**src/gpio_edge_pkg.sv**
```systemverilog
// constants shared by the edge-interrupt gpio port block
package gpio_edge_pkg;
   // register bus geometry
   localparam int ADDR_W = 4;
   localparam int DATA_W = 8;
   // register offsets, as register indices on the plain port
   localparam logic [3:0] REG_PA_DATA = 4'h0;
   localparam logic [3:0] REG_PA_DIR = 4'h1;
   localparam logic [3:0] REG_PB_DATA = 4'h2;
   localparam logic [3:0] REG_PB_DIR = 4'h3;
   localparam logic [3:0] REG_EDGE_EN = 4'h8;
   // reset values
   localparam logic [7:0] RST_DATA = 8'h00;
   localparam logic [7:0] RST_DIR = 8'h00;
   localparam logic [7:0] RST_EDGE_EN = 8'h00;
   localparam logic [7:0] RD_UNMAPPED = 8'h00;
   // interrupt source layout: four sources per port on pins 7..4,
   // pins 5..4 rise-sensitive, pins 7..6 fall-sensitive
   localparam int SRC_PER_PORT = 4;
   localparam int SRC_PIN_LO = 4;
endpackage

```
**src/gpio_port_edge_irq.sv**
```systemverilog
// two 8-bit gpio ports with alternate functions and shared edge interrupt
`timescale 1ns/100ps
`default_nettype none

//
// Contract
// - direction zero makes pin an input
// - register bit x serves pin x
// - input pin reads its synchronised level
// - direction one makes pin driven output
// - written data latched and driven out
// - output pin reads back the latch
// - output pins never raise interrupts
// - alternate function overrides direction and data
// - peripheral drive forces push-pull or open-drain
// - peripheral input pin stays readable input
// - enable register at 08, reset 00
// - sources 1,2,5,6 fire on rising edge
// - sources 3,4,7,8 fire on falling edge
// - disabled or other pins never interrupt
// - enabled sources ORed into one request
// - data and direction reset to zero
// - request passes only while cpu unmasked
module gpio_port_edge_irq (
   // clock and reset
   input wire logic clock_i,
   input wire logic resetn_i,
   // register port
   input wire logic [gpio_edge_pkg::ADDR_W-1:0] addr_i,
   input wire logic [gpio_edge_pkg::DATA_W-1:0] wdata_i,
   input wire logic write_i,
   input wire logic read_i,
   output logic [gpio_edge_pkg::DATA_W-1:0] rdata_o,
   // cpu interrupt side
   input wire logic irq_mask_i,
   output logic irq_o,
   // port a pins
   input wire logic [7:0] porta_pin_i,
   output logic [7:0] porta_pin_o,
   output logic [7:0] porta_pin_oe_n_o,
   // port a alternate functions
   input wire logic [7:0] porta_alt_drive_i,
   input wire logic [7:0] porta_alt_value_i,
   input wire logic [7:0] porta_alt_open_drain_i,
   output logic [7:0] porta_periph_in_o,
   // port b pins
   input wire logic [7:0] portb_pin_i,
   output logic [7:0] portb_pin_o,
   output logic [7:0] portb_pin_oe_n_o,
   // port b alternate functions
   input wire logic [7:0] portb_alt_drive_i,
   input wire logic [7:0] portb_alt_value_i,
   input wire logic [7:0] portb_alt_open_drain_i,
   output logic [7:0] portb_periph_in_o
);
   import gpio_edge_pkg::*;

   localparam int NPORT = 2;

   logic [NPORT-1:0][7:0] pin_meta;
   logic [NPORT-1:0][7:0] pin_sync;
   logic [NPORT-1:0][7:0] port_value_latch;
   logic [NPORT-1:0][7:0] dir;
   logic [NPORT-1:0][7:0] pin_out;
   logic [NPORT-1:0][7:0] pin_oe_n;
   logic [7:0] edge_interrupt_enables;
   logic src_any_q;
   logic irq;
   logic [7:0] rdata;

   wire [NPORT-1:0][7:0] pin_raw;
   wire [NPORT-1:0][7:0] alt_drive;
   wire [NPORT-1:0][7:0] alt_value;
   wire [NPORT-1:0][7:0] alt_od;
   wire [NPORT-1:0][7:0] next_pin_out;
   wire [NPORT-1:0][7:0] next_pin_oe_n;
   wire [NPORT-1:0][7:0] in_mode;
   wire [NPORT-1:0][7:0] port_read;
   wire [NPORT-1:0][SRC_PER_PORT-1:0] ext_irq_source;
   wire [NPORT-1:0] sel_data;
   wire [NPORT-1:0] sel_dir;
   wire sel_en;
   wire src_any;
   wire next_irq;
   wire [7:0] rd_mux;

   // gather per-port inputs so both ports share one description
   assign pin_raw = {portb_pin_i, porta_pin_i};
   assign alt_drive = {portb_alt_drive_i, porta_alt_drive_i};
   assign alt_value = {portb_alt_value_i, porta_alt_value_i};
   assign alt_od = {portb_alt_open_drain_i, porta_alt_open_drain_i};

   // address decode
   assign sel_data[0] = (addr_i == REG_PA_DATA);
   assign sel_data[1] = (addr_i == REG_PB_DATA);
   assign sel_dir[0] = (addr_i == REG_PA_DIR);
   assign sel_dir[1] = (addr_i == REG_PB_DIR);
   assign sel_en = (addr_i == REG_EDGE_EN);

   genvar p;
   generate
      for (p = 0; p < NPORT; p++)
      begin : g_port
         // bitwise pin mapping; direction sets drive
         // peripheral drive wins; open drain only pulls low
         assign next_pin_out[p] = (alt_drive[p] & ~alt_od[p] & alt_value[p])
            | (~alt_drive[p] & port_value_latch[p]);
         assign next_pin_oe_n[p] = ~((alt_drive[p] & (~alt_od[p] | ~alt_value[p]))
            | (~alt_drive[p] & dir[p]));
         // only true inputs may feed the interrupt
         assign in_mode[p] = ~dir[p] & ~alt_drive[p];
         // input reads the pin, output reads the latch
         assign port_read[p] = (dir[p] & port_value_latch[p]) | (~dir[p] & pin_sync[p]);
         // rise on pins 5..4, fall on pins 7..6, enabled only
         assign ext_irq_source[p] =
            edge_interrupt_enables[p*SRC_PER_PORT +: SRC_PER_PORT]
            & in_mode[p][SRC_PIN_LO +: SRC_PER_PORT]
            & {~pin_sync[p][7:6], pin_sync[p][5:4]};
      end
   endgenerate

   // one shared request; an active level on one pin hides the others
   assign src_any = |ext_irq_source;
   // edge of the shared level, gated by the cpu mask
   assign next_irq = src_any & ~src_any_q & ~irq_mask_i;

   // read selection; unmapped offsets read zero
   assign rd_mux = sel_data[0] ? port_read[0] :
                   sel_dir[0] ? dir[0] :
                   sel_data[1] ? port_read[1] :
                   sel_dir[1] ? dir[1] :
                   sel_en ? edge_interrupt_enables : RD_UNMAPPED;

   // two-flop pin synchroniser; metastable stage read only here and in a_sync_chain
   always_ff @(posedge clock_i or negedge resetn_i)
   begin
      if (!resetn_i)
      begin
         pin_meta <= '0;
         pin_sync <= '0;
      end
      else
      begin
         pin_meta <= pin_raw;
         pin_sync <= pin_meta;
      end
   end

   // software registers; data latch takes writes even in input mode
   always_ff @(posedge clock_i or negedge resetn_i)
   begin
      if (!resetn_i)
      begin
         port_value_latch <= {RST_DATA, RST_DATA};
         dir <= {RST_DIR, RST_DIR};
         edge_interrupt_enables <= RST_EDGE_EN;
      end
      else if (write_i)
      begin
         for (int i = 0; i < NPORT; i++)
         begin
            if (sel_data[i])
               port_value_latch[i] <= wdata_i;
            if (sel_dir[i])
               dir[i] <= wdata_i;
         end
         if (sel_en)
            edge_interrupt_enables <= wdata_i;
      end
   end

   // registered pin drive, read data and interrupt pulse
   always_ff @(posedge clock_i or negedge resetn_i)
   begin
      if (!resetn_i)
      begin
         pin_out <= '0;
         pin_oe_n <= '1;
         src_any_q <= 1'b0;
         irq <= 1'b0;
         rdata <= RD_UNMAPPED;
      end
      else
      begin
         pin_out <= next_pin_out;
         pin_oe_n <= next_pin_oe_n;
         src_any_q <= src_any;
         irq <= next_irq;
         // data valid only in the cycle after the strobe
         rdata <= read_i ? rd_mux : RD_UNMAPPED;
      end
   end

   // outputs straight from flops
   assign rdata_o = rdata;
   assign irq_o = irq;
   assign porta_pin_o = pin_out[0];
   assign portb_pin_o = pin_out[1];
   assign porta_pin_oe_n_o = pin_oe_n[0];
   assign portb_pin_oe_n_o = pin_oe_n[1];
   assign porta_periph_in_o = pin_sync[0];
   assign portb_periph_in_o = pin_sync[1];
endmodule

`default_nettype wire

```
**config.mk**
```make
export PLATFORM = sky130hd
export DESIGN_NAME = gpio_port_edge_irq
export DESIGN_NICKNAME = d
export VERILOG_FILES = /design/src/gpio_edge_pkg.sv /design/src/gpio_port_edge_irq.sv
export SDC_FILE = /design/constraint.sdc
export NUM_CORES = 1
export LEC_CHECK = 0
export BUFFER_PORTS_ARGS = -buffer_cell sky130_fd_sc_hd__clkbuf_2
export CORE_MARGIN = 2
export CORE_UTILIZATION = 45
export DETAILED_ROUTE_END_ITERATION = 10
export GPL_TIMING_DRIVEN = 0
export HOLD_SLACK_MARGIN = 0.12
export PLACE_DENSITY = 0.72
export SLEW_MARGIN = 40
export SYNTH_ARGS = -nofsm -noshare
export SYNTH_HDL_FRONTEND = slang
export SYNTH_SLANG_ARGS = --single-unit
```
**constraint.sdc**
```tcl
create_clock -name clock_i -period 1.55 [get_ports clock_i]
set_input_delay 0.0775 -clock clock_i [delete_from_list [all_inputs] [get_ports clock_i]]
set_output_delay 0.0775 -clock clock_i [all_outputs]
set_load 0.01 [all_outputs]
```
==> results of run 1 <==
## power by group
group | switching, mW | internal (mW)
Sequential | 0.308 | 3.45
Clock | 1.32 | 2.57
Combinational | 0.579 | 0.784
Total | 2.21 | 6.80
## area by class of cell
| type | instances | area (sq um) |
|---|---|---|
| Sequential cell | 114 | 2873 |
| Fill cell | 697 | 2665 |
| Timing Repair Buffer | 244 | 1788 |
| Multi-Input combinational cell | 192 | 1459 |
| Clock buffer | 23 | 466.7 |
| Tap cell | 133 | 166.4 |
| Clock inverter | 9 | 130.1 |
| Inverter | 16 | 60.06 |
| Buffer | 6 | 31.28 |
## logic make-up (layout without fill, tap and decap cells)
group	after synthesis	count (layout)	share of synthesized area, %
simple gates	83	83	13.23
compound gates	65	65	8.555
buf+inv	22	298	2.068
mux	44	44	11.10
flops	114	114	65.04
## flip-flops by register name (all words and copies together), names as in the netlist
name	flops
portb_pin_oe_n_o	8
pin_meta	16
rdata_o	8
src_any_q	1
porta_pin_oe_n_o	8
portb_pin_o	8
port_value_latch	16
edge_interrupt_enables	8
porta_periph_in_o	8
irq_o	1
portb_periph_in_o	8
porta_pin_o	8
dir	16
## placed cells by master (no fill, tap or decap), types with 2 or more instances in the layout
cell and count:
clkbuf_1 5, dlygate4sd3_1 106, nor4b_1 4, mux2i_1 4
nor4_1 3, o2bb2ai_1 2, inv_1 16, bufinv_16 3
nand2_1 4, mux2_2 40, nor2_1 2, clkinv_2 2
clkbuf_8 5, nor4bb_1 4, dfstp_2 16, o21ai_0 44
clkbuf_2 134, clkbuf_16 16, buf_4 4, nand3b_1 16
a21oi_1 4, o21a_1 12, nor3b_1 12, o221a_2 2
clkinvlp_4 4, nand3_1 28, dfrtp_1 98
## through the flow
| step | TNS, ns | power [mW] |
|---|---|---|
| 3_5_place_dp | -5.302 | 4.851 |
| 4_1_cts | 0 | 9.008 |
| 5_1_grt | 0 | 9.384 |
| 3_3_place_gp | -128.55 | 4.779 |
| 2_1_floorplan | 0 | 4.300 |
| 6_report | 0 | 9.013 |
## worst max-delay path by stage
stage	start	to	slack [ns]	depth (start not counted)
detailed placement	addr_i[3]	port_value_latch[10]	-0.20	4
CTS	addr_i[2]	dir[5]	0.002	4
global placement	resetn_i	pin_meta[1]	-1.16	1
global route	addr_i[3]	rdata_o[4]	0.03	5
finish	addr_i[3]	rdata_o[4]	0.05	5
floorplan	addr_i[2]	dir[10]	0.15	4
## timing repair
action / CTS / global route
setup endpoints to repair: 0 / 15
hold endpoints to repair: 203 / 2
hold buffers: 109 / 2
resized for setup: 0 / 0
setup buffers: 0 / 2
## worst max-delay path, delay by kind of cell
kind	cells	cell delay, ns
AND/OR/NAND/NOR	2	0.87
AO/OA/AOI/OAI	1	0.23
buffers and inverters	2	0.75
## routing by layer
layer  GRT usage [%]  share of wire [%]
met1           29.63                 41
met2           42.31                 53
met3           5.763                4.6
met4           7.794                1.5
met5               0                  0
==> impl_metrics.env, run 1 <==
export IMPL_placed_cells=597
export IMPL_fmax_mhz=667.2
export IMPL_fin_crit_sh_pct=96.70
export IMPL_pin_count=138
export IMPL_synthCells=328
export IMPL_status="completed"
export IMPL_setup_slack_ns=0.05113
export IMPL_yosysMostFrequentCell="dfrtp_1"
export IMPL_grt_pass1_vias=3793
export IMPL_wl_per_cell_microns=16.87
export IMPL_place_ws_ns=-0.2039
export IMPL_cp_data_arrival_time_ns=1.93
export IMPL_rsz0062_at_grt="no"
export IMPL_clock_latency_ns=0.51
export IMPL_gr_total_overflow=0
export IMPL_ir_drop_mv=0.8453
export IMPL_design_die_area_sq_um=10620
export IMPL_final_hold_viol_count=0
export IMPL_start_kind="input pin"
export IMPL_antenna_found_initial=0
export IMPL_synth_top_area_share_pct=55.52
export IMPL_cap_viol_max_count=0
export IMPL_drcViolationCount=0
export IMPL_reg2reg_depth=3
export IMPL_diodes=0
export IMPL_drtPass1Iterations=4
export IMPL_crit_chain="clkbuf_2 -> dlygate4sd3_1 -> nor4b_2 -> o21ai_0 -> nand3_1"
export IMPL_drt_iter0_markers=125
export IMPL_whs_ns=0.1282
export IMPL_synthToLayoutAreaGrowth_pct=57.90
export IMPL_grt_max_degree=68
export IMPL_r2r_end="irq_o"
export IMPL_syn_area_sq_um=4417
export IMPL_yosys_warnings=0
export IMPL_holdPathEnd="edge_interrupt_enables[6]"
export IMPL_grt_pass1_wl_microns=18900
export IMPL_utilization_pct=72.35
export IMPL_syn_area_per_cell_sq_um=13.47
export IMPL_synth_ff_type="dfrtp_1"
export IMPL_cts_sinks=114
export IMPL_maxSlewViolCount=0
export IMPL_start_util_pct=45.82
export IMPL_setup_viol_count_final=0
export IMPL_design_core_area_sq_um=9639
export IMPL_grtUsageTotal_pct=24.19
export IMPL_row_count=36
export IMPL_hp_class="input pin to flop"
export IMPL_path_class="input pin to flop"
export IMPL_dpl_hpwl_microns=7404
export IMPL_post_drt_via_cell_ratio=5.053
export IMPL_routabilityCongestion=0.8214
export IMPL_routed_wl_microns=12440
export IMPL_fp_dieH_microns=103.1
export IMPL_synth_top_area_cell="dfrtp_1"
export IMPL_syn_num_nets=409
export IMPL_max_slew_margin_rel_pct=47.55
export IMPL_place_area_sq_um=5301
export IMPL_crit_fanout=8
export IMPL_final_nets=672
export IMPL_slowest_stage="nor4b_2"
export IMPL_pwr_density_cell_nw_per_um2=1292
export IMPL_yosys_top_cells_count="dfrtp_1 (98), o21ai_0 (44), mux2_2 (40), nand3_1 (28)"
export IMPL_worstReg2RegStart="dir[5]"
export IMPL_worstPathRequired_ns=1.98
export IMPL_synth_seq_area_share_pct=65.04
export IMPL_die_x_microns=103.1
export IMPL_port_buffers=135
export IMPL_cts_buffer_depth=2
export IMPL_finalNonFillerCells=737
export IMPL_async_flop_share_pct=100.0
export IMPL_path_clk_slew_ns=0.05
export IMPL_root_buffer="clkbuf_8"
export IMPL_tritoncts="built"
export IMPL_p_leak_nw=3.205
export IMPL_yosysUniqueCellTypes=32
export IMPL_drive_above_1_share_pct=39.07
export IMPL_cts_buffers=17
export IMPL_fin_crit_ns=1.499
export IMPL_slowest_delay_ns=0.71
export IMPL_worstMarginPinSlew_ns=0.7846
export IMPL_htree_levels=4
export IMPL_design_area_sq_um=6974
export IMPL_vias=3724
export IMPL_synth_seq_cells=114
export IMPL_drtAntennaViolNets=0
export IMPL_crit_path_end_kind="flop"
export IMPL_hold_start="addr_i[1]"
export IMPL_hold_depth=4
export IMPL_fin_worst_skew_ns=0.01855
export IMPL_synth_edf_count=0
export IMPL_r2r_slack_ns=0.10
export IMPL_synth_area_leaders="dfrtp_1 (56%), mux2_2 (10%), dfstp_2 (9.5%), o21ai_0 (5.0%), nand3_1 (3.2%)"
(Power assumes the default switching activity.)
==> run 2, diff against run 1 <==
--- a/config.mk
+++ b/config.mk
@@ -7,11 +7,11 @@
 export LEC_CHECK = 0
 export BUFFER_PORTS_ARGS = -buffer_cell sky130_fd_sc_hd__clkbuf_2
 export CORE_MARGIN = 2
-export CORE_UTILIZATION = 45
+export CORE_UTILIZATION = 54
 export DETAILED_ROUTE_END_ITERATION = 10
 export GPL_TIMING_DRIVEN = 0
 export HOLD_SLACK_MARGIN = 0.12
-export PLACE_DENSITY = 0.72
+export PLACE_DENSITY = 0.84
 export SLEW_MARGIN = 40
 export SYNTH_ARGS = -nofsm -noshare
 export SYNTH_HDL_FRONTEND = slang
==> impl_metrics.env, run 2 (synthesis gave the netlist of run 1 again) <==
export IMPL_final_common_cell="clkbuf_2"
export IMPL_crit_buf_inv=3
export IMPL_start_util_pct=56.57
export IMPL_drtAntennaViolNets=0
export IMPL_gr_total_overflow=0
export IMPL_setup_slack_ns=-0.08976
export IMPL_start_kind="input pin"
export IMPL_drive_above_1_share_pct=39.14
export IMPL_drcViolationCount=0
export IMPL_crit_family="buffers and inverters"
export IMPL_place_area_sq_um=5263
export IMPL_cts_buffers=17
export IMPL_use_met3_pct=8.779
export IMPL_fp_dieH_microns=94.44
export IMPL_htree_levels=4
export IMPL_routed_wl_microns=13790
export IMPL_die_x_microns=94.44
export IMPL_path_class="input pin to flop"
export IMPL_top_regs="dir (16), pin_meta (16), port_value_latch (16)"
export IMPL_slowest_delay_ns=0.90
export IMPL_port_buffers=135
export IMPL_gr_usage_met2_pct=56.79
export IMPL_cts_sinks=114
export IMPL_design_die_area_sq_um=8919
export IMPL_busiest_layer="met2"
export IMPL_fin_worst_skew_ns=0.009399
export IMPL_pin_count=138
export IMPL_cts_buffer_depth=2
export IMPL_fmax_mhz=609.8
export IMPL_final_hold_viol_count=0
export IMPL_placed_cells=566
export IMPL_status="finished with violations"
export IMPL_crit_path_end_kind="flop"
export IMPL_p_leak_nw=3.192
export IMPL_grt_pass1_wl_microns=20730
export IMPL_wl_per_cell_microns=19.56
export IMPL_violations="negative setup slack"
export IMPL_grt_pass1_vias=4152
export IMPL_slowest_stage="dlygate4sd3_1"
export IMPL_worstMarginPinSlew_ns=0.6749
export IMPL_crit_fanout=8
export IMPL_grt_max_degree=70
export IMPL_grtUsageTotal_pct=31.76
export IMPL_tritoncts="built"
export IMPL_row_count=32
export IMPL_maxSlewViolCount=0
export IMPL_dpl_hpwl_microns=7212
export IMPL_cp_data_arrival_time_ns=2.08
export IMPL_synthToLayoutAreaGrowth_pct=56.23
export IMPL_max_slew_margin_rel_pct=54.96
export IMPL_hp_class="input pin to flop"
export IMPL_cap_viol_max_count=0
export IMPL_most_common_layout_cells="clkbuf_2 (134), dlygate4sd3_1 (105), dfrtp_1 (98)"
export IMPL_path_clk_slew_ns=0.06
export IMPL_routabilityCongestion=0.7735
export IMPL_design_area_sq_um=6900
export IMPL_final_nets=671
export IMPL_drt_iter0_markers=328
export IMPL_fin_crit_ns=1.640
export IMPL_met1_usage_pct=35.83
export IMPL_worstPathRequired_ns=1.99
export IMPL_ir_drop_mv=0.8830
export IMPL_drtPass1Iterations=6
export IMPL_clock_latency_ns=0.52
export IMPL_crit_chain="dlygate4sd3_1 -> buf_1 -> dlygate4sd3_1 -> nand3_1 -> nand3_1"
export IMPL_vias=3961
export IMPL_antenna_found_initial=0
export IMPL_post_drt_via_cell_ratio=5.618
export IMPL_fin_crit_sh_pct=105.8
export IMPL_pwr_density_cell_nw_per_um2=1287
export IMPL_root_buffer="clkbuf_8"
export IMPL_diodes=0
export IMPL_design_core_area_sq_um=7807
export IMPL_fillers=340
export IMPL_setup_viol_count_final=6
export IMPL_finalNonFillerCells=705
## run 2: cell type report
class | count | area, sq um | area share (%)
inverters | 16 | 60.06 | 0.8704
clock buffers | 22 | 452.9 | 6.564
repair buffers | 243 | 1778 | 25.77
plain buffers | 6 | 31.28 | 0.4533
flip-flops and latches | 114 | 2873 | 41.63
clock inverters | 10 | 110.1 | 1.596
multi-input cells | 192 | 1468 | 21.27
well taps | 102 | 127.6 | 1.849
## run 2: repair_timing
action | in CTS | in global routing
hold buffers | 106 | 0
resized for setup | 0 | 1
endpoints found under the hold margin | 202 | 0
buffers inserted | 0 | 2
endpoints found under the setup margin | 0 | 11
## run 2: path summary, 6_finish.rpt
path / from / endpoint / slack [ns] / cells after the start
worst max-delay path: read_i / rdata_o[0] / -0.09 / 5
worst min-delay path: porta_pin_i[1] / pin_meta[1] / 0.20 / 2
worst max register to register: dir[15] / irq_o / 0.16 / 3
worst min register to register: pin_meta[1] / porta_periph_in_o[1] / 0.35 / 0
max in group asynchronous: resetn_i / porta_pin_oe_n_o[7] / 0.26 / 4
min in group asynchronous: resetn_i / portb_pin_o[4] / 0.60 / 3
## run 2: metrics by stage
| stage | TNS (ns) | hold slack, ns | utilization [%] | setup WS (ns) | power [mW] |
|---|---|---|---|---|---|
| global placement | -119.56 | 0.1855 | 66.86 | -1.094 | 4.768 |
| floorplan | 0 | -0.2181 | - | 0.1516 | 4.300 |
| finish | -0.2605 | 0.2004 | 88.38 | -0.08976 | 8.884 |
| global route | -0.06211 | 0.1912 | 88.38 | -0.04260 | 9.209 |
| detailed placement | -4.624 | 0.04284 | 67.40 | -0.1945 | 4.848 |
| CTS | 0 | 0.1637 | 88.21 | 0.008838 | 8.795 |
## run 2: power by group
part / internal, mW / switching (mW) / total (mW)
logic: 0.791 / 0.624 / 1.41
registers: 3.45 / 0.343 / 3.79
clock network: 2.35 / 1.32 / 3.68
## run 2: metal layers
layer / wire [microns] / vias up
li1: - / 1719
met1: 5065 / 1946
met2: 7184 / 242
met3: 1076 / 54
met4: 461 / 0
met5: 0 / -
## run 2: worst register-to-register path, stage by stage, from the launching register on
cell	delay (ns)
dfrtp_1	0.42
nor4b_1	0.47
nor4_1	0.16
a211oi_1	0.25
